File: src/core/old_diag_map.svh
// Named constants for the open-load diagnostics block.
// Assumes a 20 MHz system clock; included by the package user files.
`ifndef OLD_DIAG_MAP_SVH
`define OLD_DIAG_MAP_SVH
`define OLD_NCH         5
`define OLD_CLK_KHZ     20000
`define OLD_T_BULB_US   64
`define OLD_T_CONV_US   2000
`define OLD_T_LED_US    2000
`define OLD_T_SRC_US    100
`define OLD_T_OFF_US    1200
`define OLD_T_FLT_NS    3300
`define OLD_CYC_BULB    ((`OLD_T_BULB_US * `OLD_CLK_KHZ) / 1000)
`define OLD_CYC_CONV    ((`OLD_T_CONV_US * `OLD_CLK_KHZ) / 1000)
`define OLD_CYC_LED     ((`OLD_T_LED_US * `OLD_CLK_KHZ) / 1000)
`define OLD_CYC_SRC     ((`OLD_T_SRC_US * `OLD_CLK_KHZ) / 1000)
`define OLD_CYC_OFF     ((`OLD_T_OFF_US * `OLD_CLK_KHZ) / 1000)
`define OLD_CYC_FLT     ((`OLD_T_FLT_NS * `OLD_CLK_KHZ + 999999) / 1000000)
`define OLD_CNT_W       16
`endif

File: src/core/old_pkg.sv
// Types shared by the open-load diagnostics block.
// Assumes old_diag_map.svh sits on the include path.
`include "old_diag_map.svh"
package old_pkg;
  typedef logic [`OLD_NCH-1:0] old_chan_t;
  typedef logic [`OLD_CNT_W-1:0] old_cnt_t;
  // Per-channel configuration bits written by the controller.
  typedef struct packed {
    old_chan_t ledDetectEnable;
    old_chan_t onOpenDeglitchSelect;
  } old_cfg_t;
  // Per-channel latched status bits.
  typedef struct packed {
    old_chan_t channelQuickFlag;
    old_chan_t onOpenFlag;
    old_chan_t offOpenFlag;
  } old_stat_t;
  // Off-state test sequencer states per channel.
  typedef enum logic [2:0] {
    OFF_IDLE = 3'b001,
    OFF_RUN  = 3'b010,
    OFF_ABRT = 3'b100
  } old_off_t;
endpackage

File: src/core/old_diag.sv
// Open-load diagnostics for five high side outputs.
// Holds the on-state, LED and off-state checks and their latched flags.
// Flags latch here and clear on the per-channel status read strobes.
// Timing counts come from the map header and a 20 MHz clock.
// Framing of the serial bus and register decode live outside this file.
// Assumes synchronous inputs and a controller that reads status words.
// Operation
// [RL1] On-state check runs whenever output is on
// [RL2] Deglitch select picks 64 us or 2 ms
// [RL3] Deglitch filter clears when output falls low
// [RL4] On-state open load never switches output off
// [RL5] On result sets quick, global, on flags
// [RL6] On flag clears after fault gone and read
// [RL7] LED enable selects LED or standard check
// [RL8] LED fault after 2 ms or at turn-on
// [RL9] PWM LED check runs off-time, max 2 ms
// [RL10] Source off on pass or after 2 ms
// [RL11] Trigger at full duty; source off 100 us
// [RL12] Trigger bit self-clears after detection
// [RL13] Off test 1.2 ms, not restartable or cancelable
// [RL14] Enabled off tests start at chip-select rise
// [RL15] Threshold reached: off, clear enable, no fault
// [RL16] Timeout: off, clear enable, set off flag
// [RL17] Off test leaves overcurrent and sensing alone
// [RL18] Off result sets flags cleared by read
// [RL19] Device fault aborts test after deglitch time
// [RL20] Short-to-supply bit follows comparator live
// [RL21] Global flag clears when all channels clear
// [RL22] Counters run on clock, restart per test
`timescale 1ns/1ps
`include "old_diag_map.svh"
module old_diag (
  input  wire logic              sys_clk,
  input  wire logic              reset,
  input  wire old_pkg::old_cfg_t cfg,
  input  wire old_pkg::old_chan_t outputOn,
  input  wire old_pkg::old_chan_t loadCurrentLow,
  input  wire old_pkg::old_chan_t ledCompHigh,
  input  wire old_pkg::old_chan_t outputLevelBit,
  input  wire old_pkg::old_chan_t offCurrentReached,
  input  wire old_pkg::old_chan_t offTestEnableWrite,
  input  wire logic              offTestWriteStrobe,
  input  wire logic              chipSelectRise,
  input  wire logic              ledTriggerSet,
  input  wire logic              undervoltageFlag,
  input  wire logic              overtempShutdown,
  input  wire logic              chargePumpFault,
  input  wire old_pkg::old_chan_t statusRead,
  output old_pkg::old_stat_t     status,
  output logic                   globalOpenFlag,
  output old_pkg::old_chan_t     offTestEnable,
  output old_pkg::old_chan_t     offTestDrive,
  output old_pkg::old_chan_t     ledTestCurrent,
  output logic                   ledDetectTrigger,
  output old_pkg::old_chan_t     outputLevelStat
);
  import old_pkg::*;

  // Interval lengths in clock cycles, fixed by the map header.
  // All of them fit the 16-bit counter; the longest is the 2 ms
  // converter and LED window at 40000 cycles.
  localparam old_cnt_t CycBulb = old_cnt_t'(`OLD_CYC_BULB);
  localparam old_cnt_t CycConv = old_cnt_t'(`OLD_CYC_CONV);
  localparam old_cnt_t CycLed  = old_cnt_t'(`OLD_CYC_LED);
  localparam old_cnt_t CycSrc  = old_cnt_t'(`OLD_CYC_SRC);
  localparam old_cnt_t CycOff  = old_cnt_t'(`OLD_CYC_OFF);
  localparam old_cnt_t CycFlt  = old_cnt_t'(`OLD_CYC_FLT);

  // Latched flags, the events that set them, and the live-fault and trigger-done terms.
  old_chan_t onOpenFlag_r;
  old_chan_t offOpenFlag_r;
  old_chan_t quick_r;
  old_chan_t onEvt;
  old_chan_t offEvt;
  old_chan_t onFaultLive;
  old_chan_t trigDone;
  // Registered copies of the off-test, LED source and level status outputs.
  old_chan_t offEn_r;
  old_chan_t offDrv_r;
  old_chan_t ledSrc_r;
  old_chan_t outLvl_r;
  // Device-wide state: global flag, trigger and fault summary.
  logic      glob_r;
  logic      trig_r;
  logic      devFault;
  logic      trigPend_r;

  // Any device fault aborts a running off-state test.
  // Undervoltage is included, as the test result cannot be trusted then.
  assign devFault = undervoltageFlag | overtempShutdown | chargePumpFault;

  // One copy of the channel logic per output; channels share nothing
  // but the device fault summary, the LED trigger, the write strobe and the chip-select edge.
  genvar g;
  generate
    for (g = 0; g < `OLD_NCH; g++) begin : gChan
      // Per-channel counters and state; each channel runs on its own
      // and restarts its counters whenever its check starts again.
      old_cnt_t dglCnt_r;
      old_cnt_t ledCnt_r;
      old_cnt_t offCnt_r;
      old_off_t offSt_r;
      logic     outPrev_r;
      logic     ledActive_r;
      logic     ledFull_r;
      logic     srcHold_r;
      old_cnt_t srcCnt_r;
      old_cnt_t dglLimit;
      logic     turnOn;
      logic     turnOff;
      logic     trigStart;

      // Deglitch length picked per channel by the select bit.
      assign dglLimit = cfg.onOpenDeglitchSelect[g] ? CycConv : CycBulb; // [RL2]
      assign turnOn   = outputOn[g] & ~outPrev_r;
      assign turnOff  = ~outputOn[g] & outPrev_r;
      // A trigger opens a check only in the cycle after it is set, so a
      // check that ends while the trigger is still up does not rerun.
      assign trigStart = trig_r & ~trigPend_r & outputOn[g] & ~ledActive_r;

      // Last output level, for turn-on and turn-off edges.
      // It resets low, the idle level of an off output, so no false edge.
      always_ff @(posedge sys_clk) begin
        if (reset) begin
          outPrev_r <= 1'b0;
        end else begin
          outPrev_r <= outputOn[g];
        end
      end

      // Standard on-state filter counts only while the output is high.
      // A normal current or a low output restarts it, so only an unbroken
      // open-load spell of the full deglitch length is reported.
      always_ff @(posedge sys_clk) begin
        if (reset || !outputOn[g] || !loadCurrentLow[g]) begin
          dglCnt_r <= '0; // [RL3] [RL22]
        end else if (!cfg.ledDetectEnable[g] && dglCnt_r < dglLimit) begin
          dglCnt_r <= dglCnt_r + 1'b1; // [RL1] [RL7]
        end
      end
      // The live fault keeps its flag from delatching while it persists.
      // It is masked in LED mode, where the flag clears on a read alone.
      assign onFaultLive[g] = ~cfg.ledDetectEnable[g] & outputOn[g] &
                              loadCurrentLow[g] & (dglCnt_r == dglLimit);

      // LED check: opens at each turn-off, or on trigger at full duty.
      // It closes when the comparator drops, at turn-on, or at 2 ms;
      // whichever comes first ends the window.
      always_ff @(posedge sys_clk) begin
        if (reset) begin
          ledActive_r <= 1'b0;
          ledFull_r   <= 1'b0;
          ledCnt_r    <= '0;
        end else if (!cfg.ledDetectEnable[g]) begin
          ledActive_r <= 1'b0; // [RL7]
          ledFull_r   <= 1'b0;
          ledCnt_r    <= '0;
        end else if (turnOff || trigStart) begin
          ledActive_r <= 1'b1; // [RL9] [RL11]
          ledFull_r   <= ~turnOff;
          ledCnt_r    <= '0; // [RL22]
        end else if (ledActive_r) begin
          // The counter may run one step past the limit; the window is
          // already closed by then, so the extra count is never read.
          if (!ledCompHigh[g] || turnOn || ledCnt_r == CycLed) begin
            ledActive_r <= 1'b0; // [RL8] [RL10]
          end
          ledCnt_r <= ledCnt_r + 1'b1;
        end
      end
      // Verdict: comparator still high at timeout or at turn-on.
      // Short off-times therefore decide at every turn-on command.
      assign onEvt[g] = onFaultLive[g] | (ledActive_r & ledCompHigh[g] &
                        (turnOn | ledCnt_r == CycLed)); // [RL5] [RL8]
      // A channel counts as done unless a triggered check is still open;
      // channels outside LED mode never hold the trigger up.
      assign trigDone[g] = ~(ledActive_r & ledFull_r);

      // Source stays on 100 us past reactivation in triggered mode.
      // The tail lets the output settle before the source is dropped;
      // leaving LED mode cuts the tail at once.
      always_ff @(posedge sys_clk) begin
        if (reset || !cfg.ledDetectEnable[g]) begin
          srcHold_r <= 1'b0;
          srcCnt_r  <= '0;
        end else if (ledActive_r && ledFull_r && ledCnt_r == CycLed) begin
          srcHold_r <= 1'b1; // [RL11]
          srcCnt_r  <= '0;
        end else if (srcHold_r) begin
          srcCnt_r  <= srcCnt_r + 1'b1;
          srcHold_r <= (srcCnt_r != CycSrc);
        end
      end

      // Source is lit only during the check or its tail.
      // Dropping it on a passing comparator saves supply current, at the
      // cost of one cycle of lag behind the window.
      always_ff @(posedge sys_clk) begin
        if (reset) begin
          ledSrc_r[g] <= 1'b0;
        end else begin
          ledSrc_r[g] <= (ledActive_r & ledCompHigh[g] &
                          ledCnt_r != CycLed) | srcHold_r; // [RL10]
        end
      end

      // Off-state test sequencer; a device fault aborts after deglitch.
      // A running test cannot be restarted or cancelled: writes are only
      // taken while idle.
      always_ff @(posedge sys_clk) begin
        if (reset) begin
          offSt_r       <= OFF_IDLE;
          offCnt_r      <= '0;
          offEn_r[g]    <= 1'b0; // [RL13]
          offDrv_r[g]   <= 1'b0;
          offEvt[g]     <= 1'b0;
        end else begin
          // The fault event strobe lasts a single cycle.
          offEvt[g] <= 1'b0;
          case (offSt_r)
            // Idle: take enable writes, and start every enabled channel
            // together on the chip-select edge that closes the write.
            OFF_IDLE: begin
              if (offTestWriteStrobe) begin
                offEn_r[g] <= offTestEnableWrite[g];
              end
              if (chipSelectRise && offEn_r[g]) begin
                offSt_r     <= OFF_RUN; // [RL14]
                offCnt_r    <= '0; // [RL22]
                offDrv_r[g] <= 1'b1; // [RL15] [RL17]
              end
            end
            // Running: the channel is driven with the fixed threshold
            // until the current arrives, the time runs out or a fault.
            OFF_RUN: begin
              offCnt_r <= offCnt_r + 1'b1; // [RL13]
              // A device fault outranks a pass or a timeout in one cycle,
              // so an aborted test never reports an open load.
              if (devFault) begin
                offSt_r  <= OFF_ABRT; // [RL19]
                offCnt_r <= '0;
              end else if (offCurrentReached[g]) begin
                offSt_r     <= OFF_IDLE; // [RL15]
                offDrv_r[g] <= 1'b0;
                offEn_r[g]  <= 1'b0;
              end else if (offCnt_r == CycOff) begin
                offSt_r     <= OFF_IDLE; // [RL16]
                offDrv_r[g] <= 1'b0;
                offEn_r[g]  <= 1'b0;
                offEvt[g]   <= 1'b1;
              end
            end
            // Aborting: the drive is held for the fault deglitch time,
            // then dropped with its enable and no open-load result.
            OFF_ABRT: begin
              offCnt_r <= offCnt_r + 1'b1;
              if (offCnt_r == CycFlt) begin
                offSt_r     <= OFF_IDLE; // [RL19]
                offDrv_r[g] <= 1'b0;
                offEn_r[g]  <= 1'b0;
              end
            end
            default: begin
              offSt_r <= OFF_IDLE;
            end
          endcase
        end
      end

      // Sticky flags; a new event wins over a read in the same cycle.
      // Letting the set win means a fault that lands on a read is never
      // lost; the controller sees it on its next read.
      always_ff @(posedge sys_clk) begin
        if (reset) begin
          onOpenFlag_r[g]  <= 1'b0;
          offOpenFlag_r[g] <= 1'b0;
        end else begin
          // The on flag also waits for the live fault to go away.
          if (onEvt[g]) begin
            onOpenFlag_r[g] <= 1'b1; // [RL4] [RL5]
          end else if (statusRead[g] && !onFaultLive[g]) begin
            onOpenFlag_r[g] <= 1'b0; // [RL6]
          end
          if (offEvt[g]) begin
            offOpenFlag_r[g] <= 1'b1; // [RL18]
          end else if (statusRead[g]) begin
            offOpenFlag_r[g] <= 1'b0; // [RL18]
          end
        end
      end
    end
  endgenerate

  // Quick flags mirror the channel flags; they set with the latch and clear one cycle after it.
  // The events are folded in so the quick and global flags never miss a
  // fault that is set and read away in back-to-back cycles.
  always_ff @(posedge sys_clk) begin
    if (reset) begin
      quick_r <= '0;
      glob_r  <= 1'b0;
    end else begin
      quick_r <= onOpenFlag_r | offOpenFlag_r | onEvt | offEvt; // [RL5]
      glob_r  <= |(onOpenFlag_r | offOpenFlag_r | onEvt | offEvt); // [RL21]
    end
  end

  // Trigger holds until every triggered check has finished.
  // The pending bit spends one cycle letting the channels open their
  // checks before completion is judged; otherwise the trigger would
  // clear in the very cycle the checks start.
  always_ff @(posedge sys_clk) begin
    if (reset) begin
      trig_r     <= 1'b0;
      trigPend_r <= 1'b0;
    end else if (ledTriggerSet) begin
      trig_r     <= 1'b1; // [RL11]
      trigPend_r <= 1'b0;
    end else if (trig_r && !trigPend_r) begin
      trigPend_r <= 1'b1;
    end else if (trig_r && (&trigDone)) begin
      trig_r     <= 1'b0; // [RL12]
      trigPend_r <= 1'b0;
    end
  end

  // Live comparator copy, forced low in undervoltage as it is undefined.
  // It is not latched: one register stage is its only delay.
  always_ff @(posedge sys_clk) begin
    if (reset) begin
      outLvl_r <= '0;
    end else begin
      outLvl_r <= undervoltageFlag ? '0 : outputLevelBit; // [RL20]
    end
  end

  // Every output is a register or a group of registers.
  // The status word packs quick, on-state and off-state flags.
  assign status           = '{quick_r, onOpenFlag_r, offOpenFlag_r};
  assign globalOpenFlag   = glob_r;
  assign offTestEnable    = offEn_r;
  assign offTestDrive     = offDrv_r;
  assign ledTestCurrent   = ledSrc_r;
  assign ledDetectTrigger = trig_r;
  assign outputLevelStat  = outLvl_r;
endmodule

File: config.mk
export PLATFORM = sky130hd
export DESIGN_NAME = old_diag
export DESIGN_NICKNAME = d
export VERILOG_FILES = /design/src/core/old_pkg.sv /design/src/core/old_diag.sv
export VERILOG_INCLUDE_DIRS = /design/src /design/src/core
export SDC_FILE = /design/constraint.sdc
export NUM_CORES = 1
export LEC_CHECK = 0
export ABC_CLOCK_PERIOD_IN_PS = 2300
export BUFFER_PORTS_ARGS = -buffer_cell sky130_fd_sc_hd__buf_2
export CORE_MARGIN = 4
export CORE_UTILIZATION = 28
export CTS_BUF_LIST = sky130_fd_sc_hd__clkbuf_4 sky130_fd_sc_hd__clkbuf_8
export DETAILED_ROUTE_END_ITERATION = 10
export PLACE_DENSITY = 0.45
export SLEW_MARGIN = 0
export SYNTH_ARGS = -nofsm -noshare
export SYNTH_HDL_FRONTEND = slang
export SYNTH_SLANG_ARGS = --single-unit
File: constraint.sdc
create_clock -name sys_clk -period 2.3 [get_ports sys_clk]
set_input_delay 0 -clock sys_clk [delete_from_list [all_inputs] [get_ports sys_clk]]
set_output_delay 0 -clock sys_clk [all_outputs]
set_load 0.005 [all_outputs]
==> impl_metrics.ini, run 1 <==
[grt]
grt_pass1_vias = 15200
antenna_found_initial = 1
globalRoute.totalOverflow = 0
grt_first_pass_wirelength_mm = 75.2
grt_max_degree = 35
grt.total_usage = 0.126

[setup_path]
required_ns = 2.85
r2r_start = gChan[1].dglCnt_r[11]
arrival_ns = 2.73
timing.rr.end = gChan[1].dglCnt_r[9]
reg2reg_slack_ns = 0.11
path_class = flip-flop to flip-flop
worstRegToRegCells = 6
worst_path_largest_cell_delay_ns = 0.57
crit_slowest_cell = or4_4
path_cells = ha_1, and4b_1, a211oi_2, o211ai_1, or4_4, a21oi_1
crit_fanout = 5
start_kind = flip-flop
critPathCaptureType = flip-flop

[die]
core_sq_um = 65900
die_area_sq_um = 70800
dieWidth_um = 266
start_util = 0.283
num_rows = 94
io-pin-count = 90
chipHeight_um = 266

[finish]
fillerInstances = 6934
drive_gt1_frac = 0.121
layout_common_cells = nor2_1, dfxtp_1, nand2_1
area_delta_synth_final_pct = 21.1
nNetsFinal = 2544
fin_util = 0.343
regArea_sq_um = 7970
final_area_sq_um = 22600
final_common_cell = nor2_1
stdcell_count = 3343
multi_input_area_sq_um = 10200

[yosys]
async_flop_share = 0
yosysSeqAreaShare = 0.427
synth_area_sq_um = 18700
synth_top_area_frac = 0.427
synth_top_family_by_area = simple AND/OR/NAND/NOR gates
synth-simple-area-share = 0.286
syn_area_per_cell_sq_um = 8.53
synth-xor-area-share = 0.131
synth_nets = 2311
synth_top_cell_by_area = dfxtp_1
synthTopCellsByArea = dfxtp_1, xor2_1, nor2_1
synthCells = 2188
ys_seq_elements = 398
synth_compound_area_frac = 0.0736
synth-edff-count = 0
synthAdderAreaFrac = 0.0469
ys.flop_type = dfxtp_1
synth_cell_type_count = 69
synth.area.mux_share = 0.00644
yosysWarnings = 0

[sta]
period_needed_ns = 2.19
finalHoldViolCount = 0
final-setup-viol-count = 0
timing.slew.headroom = 0.441
finalMaxSlewViolations = 0
worst_hold_slack_ns = 0.0510
worst_slew_pin_slew_ns = 0.834
fmax_mhz = 458
finClkSkew_ns = 0.0224
period_share = 0.950

[route]
vias = 15500
first_pass_iters = 5
routed_wl_mm = 45.2
routedWlPerCell_um = 13.5
drt_iter0_drc = 741
viasPerCell = 4.65
drcViolationCount = 0
drtAntennaViolNets = 0

[job]
maxCapViolations = 0

[clocking]
cts_buffers = 76
cts-root-buf = clkbuf_8
cts.sinks = 398
cts-htree-levels = 3
clk_path_buf_depth = 3
clkLatencyLatePin_ns = 0.63
cts_tree = done
path_clk_slew_ns = 0.06

[place]
hpwl_mm = 31.7
place.gp.congestion = 0.802
portBuffers = 89
place_area_sq_um = 20400
dp.cells = 3143

[min_path]
hold_path.class = input pin to flip-flop
hold_end = gChan[3].dglCnt_r[11]
hold_depth = 3
min-delay-start = loadCurrentLow[3]

[power_and_ir_drop]
powerDensity_nw_per_um2 = 655
p_total_mw = 14.8
peakVddDrop_mv = 0.396
leakage_nw = 8.17

[run_status]
status = completed
flip-flops by register name (all words and copies together), names as in the netlist, 5 cells and up:
name               cells
gChan.dglCnt_r        80
gChan.ledActive_r      5
gChan.ledCnt_r        80
gChan.ledFull_r        5
gChan.offCnt_r        80
gChan.offSt_r         15
gChan.outPrev_r        5
gChan.srcCnt_r        80
gChan.srcHold_r        5
ledTestCurrent         5
offEvt                 5
offTestDrive           5
offTestEnable          5
outputLevelStat        5
quick_r                5
status                10
Yosys cell counts, types with 5 or more instances:
master / count
inv_1: 93
mux2i_1: 12
nor2_1: 398
dfxtp_1: 398
nand3b_1: 7
o21ai_0: 40
xnor2_1: 101
and4_1: 15
nor4b_1: 27
nor3_1: 46
nand4_1: 81
or3_1: 29
nand3_1: 123
nor4bb_1: 8
nand2b_1: 25
o2111ai_1: 8
nand2_1: 182
ha_1: 70
xor2_1: 178
o211ai_1: 16
and2_1: 14
and3_1: 56
clkbuf_1: 38
nor4_1: 23
a21oi_1: 80
nor2b_1: 17
o31ai_1: 8
a31oi_1: 14
nor3b_1: 5
power by group:
group	internal, mW	total, mW	switching, mW	leakage [nW]
clock	4.19	7.22	3.03	0.851
combinational	0.246	0.606	0.360	4.11
sequential	6.94	6.99	0.0452	3.21
total	11.4	14.8	3.44	8.17
critical path: cells and delay by family, from the launching register on:
family / cells / cell delay, ns
AND/OR/NAND/NOR: 2 / 0.80
AO/OA/AOI/OAI: 3 / 0.68
flip-flops: 1 / 0.34
adder cells (fa/ha/maj): 1 / 0.28
cell families after synthesis:
group / Yosys count
AOI/OAI and AO/OA: 208
buffers and inverters: 141
DFF: 398
and+or+nand+nor: 1080
adders and majority gates: 70
xor gates and xnor gates: 279
muxes: 12
stage by stage:
stage	setup slack [ns]	TNS, ns
3_3_place_gp	0.151	0
4_1_cts	0.0861	0
6_report	0.115	0
5_1_grt	-0.00925	-0.00925
3_5_place_dp	0.101	0
2_1_floorplan	0.328	0
worst max-delay path by stage:
stage / cells past startpoint / startpoint / endpoint
CTS: 6 / gChan[1].dglCnt_r[11] / gChan[1].dglCnt_r[9]
global route: 6 / gChan[1].dglCnt_r[8] / gChan[1].dglCnt_r[9]
floorplan: 7 / gChan[3].dglCnt_r[8] / gChan[3].dglCnt_r[15]
detailed placement: 6 / gChan[1].dglCnt_r[11] / gChan[1].dglCnt_r[9]
finish: 6 / gChan[1].dglCnt_r[11] / gChan[1].dglCnt_r[9]
global placement: 8 / gChan[1].dglCnt_r[6] / status[6]
layer usage:
metal | track usage | up-vias | part of all wire
met1 | 0.171 | 7205 | 0.49
met4 | 0.0403 | 0 | 0.024
met3 | 0.0326 | 87 | 0.047
met5 | 0 | - | 0
met2 | 0.196 | 258 | 0.44
li1 | - | 7995 | -
area by class of cell:
| cell class | instances | area share |
|---|---|---|
| multi-input cells | 1649 | 0.449 |
| flip-flops and latches | 398 | 0.353 |
| clock buffers | 123 | 0.0674 |
| repair buffers | 202 | 0.0641 |
| well taps | 864 | 0.0478 |
| inverters | 94 | 0.0156 |
| clock inverters | 12 | 0.00332 |
| diodes | 1 | 0.000111 |
repair_timing:
| action | CTS | global route |
|---|---|---|
| hold endpoints to repair | 199 | 0 |
| hold buffers | 62 | 0 |
| setup endpoints to repair | 0 | 1 |
| gates resized for setup | 0 | 3 |
| setup buffers | 0 | 2 |
No activity file was read; power rests on OpenSTA's default activity.
==> inputs of run 2 (changes only) <==
--- a/config.mk
+++ b/config.mk
@@ -6,13 +6,13 @@
 export SDC_FILE = /design/constraint.sdc
 export NUM_CORES = 1
 export LEC_CHECK = 0
-export ABC_CLOCK_PERIOD_IN_PS = 2300
+export ABC_CLOCK_PERIOD_IN_PS = 1970
 export BUFFER_PORTS_ARGS = -buffer_cell sky130_fd_sc_hd__buf_2
 export CORE_MARGIN = 4
 export CORE_UTILIZATION = 28
 export CTS_BUF_LIST = sky130_fd_sc_hd__clkbuf_4 sky130_fd_sc_hd__clkbuf_8
 export DETAILED_ROUTE_END_ITERATION = 10
-export PLACE_DENSITY = 0.45
+export PLACE_DENSITY = 0.46
 export SLEW_MARGIN = 0
 export SYNTH_ARGS = -nofsm -noshare
 export SYNTH_HDL_FRONTEND = slang
==> constraint.sdc (replaced) <==
create_clock -name sys_clk -period 1.97 [get_ports sys_clk]
set_input_delay 0 -clock sys_clk [delete_from_list [all_inputs] [get_ports sys_clk]]
set_output_delay 0 -clock sys_clk [all_outputs]
set_load 0.005 [all_outputs]
==> run 2 against run 1 <==
Net effect:
- the run now ends with setup timing left
- utilization increased by 2.2 points
- final area increased by 6.3%
- critical path depth grew 2
- count of clock-buffer cells in the layout shrank 10
- first-iteration DRC count increased by 4.3%
- flip-flop and latch count did not move
- largest cell class unchanged
- highest routed layer unchanged
- cell count grew 3.0%
==> impl_metrics.ini, run 2 (same netlist as run 1, synthesis figures left out) <==
[setup_path]
worst_path_largest_cell_delay_ns = 0.33
path_cells = ha_4, and4b_1, a211oi_2, buf_4, o2111ai_4, buf_6, or3_1, a21oi_2
timing.rr.end = gChan[1].dglCnt_r[10]
required_ns = 2.52
worstRegToRegCells = 8
r2r_start = gChan[1].dglCnt_r[11]
reg2reg_slack_ns = -0.04
critPathCaptureType = flip-flop
arrival_ns = 2.56
crit_fanout = 5
path_class = flip-flop to flip-flop
crit_slowest_cell = dfxtp_2
start_kind = flip-flop

[run_status]
status = finished, violations left
violations = setup timing

[grt]
grt_first_pass_wirelength_mm = 77.2
antenna_found_initial = 2
grt.total_usage = 0.129
grt_pass1_vias = 15600
globalRoute.totalOverflow = 0
grt_max_degree = 29

[sta]
final-setup-viol-count = 7
rsz0062_at_grt = true
period_share = 1.02
worst_hold_slack_ns = 0.0535
finalMaxSlewViolations = 0
timing.slew.headroom = 0.554
worst_slew_pin_slew_ns = 0.664
finClkSkew_ns = 0.0303
period_needed_ns = 2.01
fmax_mhz = 497
finalHoldViolCount = 0
setup_ws_ns = -0.0409

[clocking]
cts.sinks = 398
cts_tree = done
clkLatencyLatePin_ns = 0.64
clk_path_buf_depth = 3
cts-htree-levels = 3
cts_buffers = 77
cts-root-buf = clkbuf_8
path_clk_slew_ns = 0.06

[place]
portBuffers = 89
place.gp.congestion = 0.806
hpwl_mm = 32.6

[die]
dieWidth_um = 266
io-pin-count = 90
start_util = 0.283
core_sq_um = 65900
die_area_sq_um = 70800
chipHeight_um = 266
num_rows = 94

[route]
routedWlPerCell_um = 13.6
routed_wl_mm = 46.9
viasPerCell = 4.67
drtAntennaViolNets = 0
drt_iter0_drc = 773
drcViolationCount = 0
vias = 16100
first_pass_iters = 5

[finish]
final_common_cell = nor2_1
nNetsFinal = 2645
layout_common_cells = nor2_1, dfxtp_1, nand2_1
drive_gt1_frac = 0.198
area_delta_synth_final_pct = 28.8

[power_and_ir_drop]
p_total_mw = 17.5
leakage_nw = 8.79
peakVddDrop_mv = 0.496
powerDensity_nw_per_um2 = 729

[job]
maxCapViolations = 0

[min_path]
min-delay-start = loadCurrentLow[3]
hold_depth = 3
hold_end = gChan[3].dglCnt_r[6]
hold_path.class = input pin to flip-flop
run 2: metrics by stage:
stage | area (sq um) | cells | util | setup TNS [ns] | worst slack (ns)
detailed placement | 21100 | 3230 | 0.320 | -1.60 | -0.256
global route | 24000 | 3442 | 0.365 | -2.31 | -0.161
global placement | 21100 | 3230 | 0.320 | -0.774 | -0.291
CTS | 23400 | 3425 | 0.355 | -0.383 | -0.0661
floorplan | 18700 | 2188 | - | 0 | 0.0172
finish | 24000 | 3443 | 0.365 | -0.140 | -0.0409
run 2: layout make-up:
| cell class | count | area [sq um] |
|---|---|---|
| Multi-Input combinational cell | 1649 | 10800 |
| Sequential cell | 398 | 7990 |
| Fill cell | 6764 | 41800 |
| Clock inverter | 21 | 173 |
| Tap cell | 864 | 1080 |
| Antenna cell | 2 | 5.00 |
| Inverter | 94 | 353 |
| Clock buffer | 113 | 1440 |
| Timing Repair Buffer | 302 | 2230 |
run 2: worst max-delay path by stage:
stage	slack [ns]	startpoint	end
global placement	-0.29	gChan[4].ledCnt_r[1]	globalOpenFlag
global route	-0.16	gChan[4].dglCnt_r[11]	gChan[4].dglCnt_r[10]
finish	-0.04	gChan[1].dglCnt_r[11]	gChan[1].dglCnt_r[10]
detailed placement	-0.26	gChan[4].ledCnt_r[1]	globalOpenFlag
floorplan	0.02	gChan[1].dglCnt_r[11]	gChan[1].dglCnt_r[9]
CTS	-0.07	gChan[3].dglCnt_r[11]	gChan[3].dglCnt_r[12]
run 2: critical path: cells and delay by family, from the launching register on:
family,cells,cell delay (ns)
AOI/OAI and AO/OA,3,0.49
adders and majority gates,1,0.23
buffers and inverters,2,0.35
DFF,1,0.33
and+or+nand+nor,2,0.53
run 2: what timing repair did:
| action | in CTS | in global routing |
|---|---|---|
| buffers inserted | 5 | 18 |
| hold buffers | 55 | 0 |
| endpoints found under the hold margin | 231 | 0 |
| cloned | 1 | 0 |
| gates resized for setup | 21 | 107 |
| setup endpoints to repair | 31 | 116 |
| pin swaps | 26 | 43 |
run 2: per-layer routing:
| metal | up-vias | global-route usage | part of all wire |
|---|---|---|---|
| met5 | - | 0 | 0 |
| met4 | 0 | 0.0395 | 0.022 |
| met3 | 81 | 0.0329 | 0.048 |
| met2 | 270 | 0.208 | 0.46 |
| met1 | 7502 | 0.171 | 0.47 |
| li1 | 8210 | - | - |
run 2: report_power, final:
part | switching (mW) | internal (mW) | total [mW]
Clock | 3.62 | 4.94 | 8.56
Combinational | 0.462 | 0.347 | 0.809
Sequential | 0.0442 | 8.11 | 8.15
Total | 4.13 | 13.4 | 17.5
==> inputs of run 3 (changes only) <==
--- a/config.mk
+++ b/config.mk
@@ -8,11 +8,13 @@
 export LEC_CHECK = 0
 export ABC_CLOCK_PERIOD_IN_PS = 1970
 export BUFFER_PORTS_ARGS = -buffer_cell sky130_fd_sc_hd__buf_2
+export CELL_PAD_IN_SITES_DETAIL_PLACEMENT = 1
+export CELL_PAD_IN_SITES_GLOBAL_PLACEMENT = 1
 export CORE_MARGIN = 4
 export CORE_UTILIZATION = 28
 export CTS_BUF_LIST = sky130_fd_sc_hd__clkbuf_4 sky130_fd_sc_hd__clkbuf_8
 export DETAILED_ROUTE_END_ITERATION = 10
-export PLACE_DENSITY = 0.46
+export PLACE_DENSITY = 0.56
 export SLEW_MARGIN = 0
 export SYNTH_ARGS = -nofsm -noshare
 export SYNTH_HDL_FRONTEND = slang
==> run 3 against run 2 <==
Net effect:
- the run still ends with setup timing left
- combinational power grew 2%
- flip-flop and latch count is the same
- worst hold slack lost 0.0031 ns
- global-route usage grew 1.4 points
- critical path type unchanged
- largest power group unchanged
- highest routed layer unchanged
==> impl_metrics.ini, run 3 (same netlist as run 1, synthesis figures left out) <==
[die]
start_util = 0.283
chipHeight_um = 266
die_area_sq_um = 70800
num_rows = 94
dieWidth_um = 266
io-pin-count = 90
core_sq_um = 65900

[route]
drtAntennaViolNets = 0
drcViolationCount = 0
routedWlPerCell_um = 14.9
drt_iter0_drc = 581
viasPerCell = 4.75
routed_wl_mm = 51.5
vias = 16400
first_pass_iters = 7

[setup_path]
critPathCaptureType = flip-flop
path_class = flip-flop to flip-flop
required_ns = 2.51
crit_fanout = 6
start_kind = flip-flop
worstRegToRegCells = 8
arrival_ns = 2.55

[grt]
antenna_found_initial = 1
grt_first_pass_wirelength_mm = 85.6
grt.total_usage = 0.144
grt_pass1_vias = 17300
globalRoute.totalOverflow = 0
grt_max_degree = 36

[sta]
rsz0062_at_grt = true
timing.slew.headroom = 0.572
final-setup-viol-count = 8
worst_slew_pin_slew_ns = 0.640
finalHoldViolCount = 0
fmax_mhz = 497
finClkSkew_ns = 0.0344
finalMaxSlewViolations = 0
period_share = 1.02
setup_ws_ns = -0.0403
period_needed_ns = 2.01
setup_tns_ns = -0.222

[clocking]
cts-root-buf = clkbuf_8
cts_tree = done
cts.sinks = 398
cts_buffers = 78
path_clk_slew_ns = 0.06
clkLatencyLatePin_ns = 0.64
clk_path_buf_depth = 3
cts-htree-levels = 3

[power_and_ir_drop]
leakage_nw = 8.91
peakVddDrop_mv = 0.474
powerDensity_nw_per_um2 = 725

[place]
place.gp.congestion = 0.789
hpwl_mm = 36.8
portBuffers = 89
dp.cells = 3242

[job]
maxCapViolations = 0

[finish]
layout_common_cells = nor2_1, dfxtp_1, nand2_1
area_delta_synth_final_pct = 29.5
drive_gt1_frac = 0.197
stdcell_count = 3454
multi_input_area_sq_um = 10700
nNetsFinal = 2661
fillerInstances = 7722
final_common_cell = nor2_1
regArea_sq_um = 7990

[run_status]
violations = setup timing
status = finished, violations left

[min_path]
hold_depth = 3
hold_path.class = input pin to flip-flop
## run 3: cell types whose count changed in the layout (fill, tap and decap cells not counted), sizes merged, moves of 2 or more
cell	previous run	this run
buf	249	262
clkbuf	113	121
clkinv	14	8
clkinvlp	4	1
dlygate4sd3	53	55
inv	95	93
## run 3: final timing paths
| path | start | endpoint | slack, ns |
|---|---|---|---|
| max | gChan[1].dglCnt_r[11] | gChan[1].dglCnt_r[10] | -0.04 |
| min | loadCurrentLow[2] | gChan[2].dglCnt_r[12] | 0.05 |
| max reg2reg | gChan[1].dglCnt_r[11] | gChan[1].dglCnt_r[10] | -0.04 |
| min reg2reg | offTestDrive[2] | offTestDrive[2] | 0.46 |
## run 3: timing repair
action	4_1_cts	5_1_grt
hold buffers	55	0
gates resized for setup	36	87
setup endpoints to repair	50	108
endpoints found under the hold margin	223	0
setup buffers	11	14
pin swaps	35	46
## run 3: final cells by class
class | instances | share of cell area
Clock inverter | 9 | 0.00300
Inverter | 94 | 0.0146
Multi-Input combinational cell | 1649 | 0.445
Antenna cell | 2 | 0.000207
Clock buffer | 121 | 0.0630
Timing Repair Buffer | 317 | 0.0992
Tap cell | 864 | 0.0447
Sequential cell | 398 | 0.331
## run 3: worst max-delay path, stage by stage, from the launching register on
cell	delay, ns
dfxtp_2	0.33
ha_4	0.24
and4b_1	0.21
a211oi_2	0.24
buf_4	0.18
o2111ai_4	0.13
buf_6	0.18
or3_1	0.30
a21oi_1	0.13
## run 3: power by group
group          leakage [nW]  switching, mW  internal (mW)  total (mW)
registers              3.22         0.0423           8.11        8.15
logic                  4.84          0.473          0.356       0.829
clock network         0.852           3.54           4.99        8.53
total                  8.91           4.06           13.5        17.5
## run 3: metal layers
| layer | vias up | GRT usage | wire length (um) |
|---|---|---|---|
| li1 | 8211 | - | - |
| met1 | 7916 | 0.185 | 24300 |
| met2 | 184 | 0.242 | 24200 |
| met3 | 82 | 0.0289 | 1860 |
| met4 | 0 | 0.0480 | 1140 |
| met5 | - | 0 | 0 |
## run 3: through the flow
step           hold slack, ns  instance area (sq um)  power (mW)   util  worst slack (ns)
2_1_floorplan          0.0785                  18700        8.68      -            0.0172
5_1_grt                0.0727                  24200        18.4  0.367            -0.152
4_1_cts               0.00237                  23600        17.9  0.359           -0.0239
3_5_place_dp            0.193                  21200        9.04  0.322            -0.232
6_report               0.0504                  24200        17.5  0.367           -0.0403
3_3_place_gp            0.184                  21200        9.02  0.322            -0.211
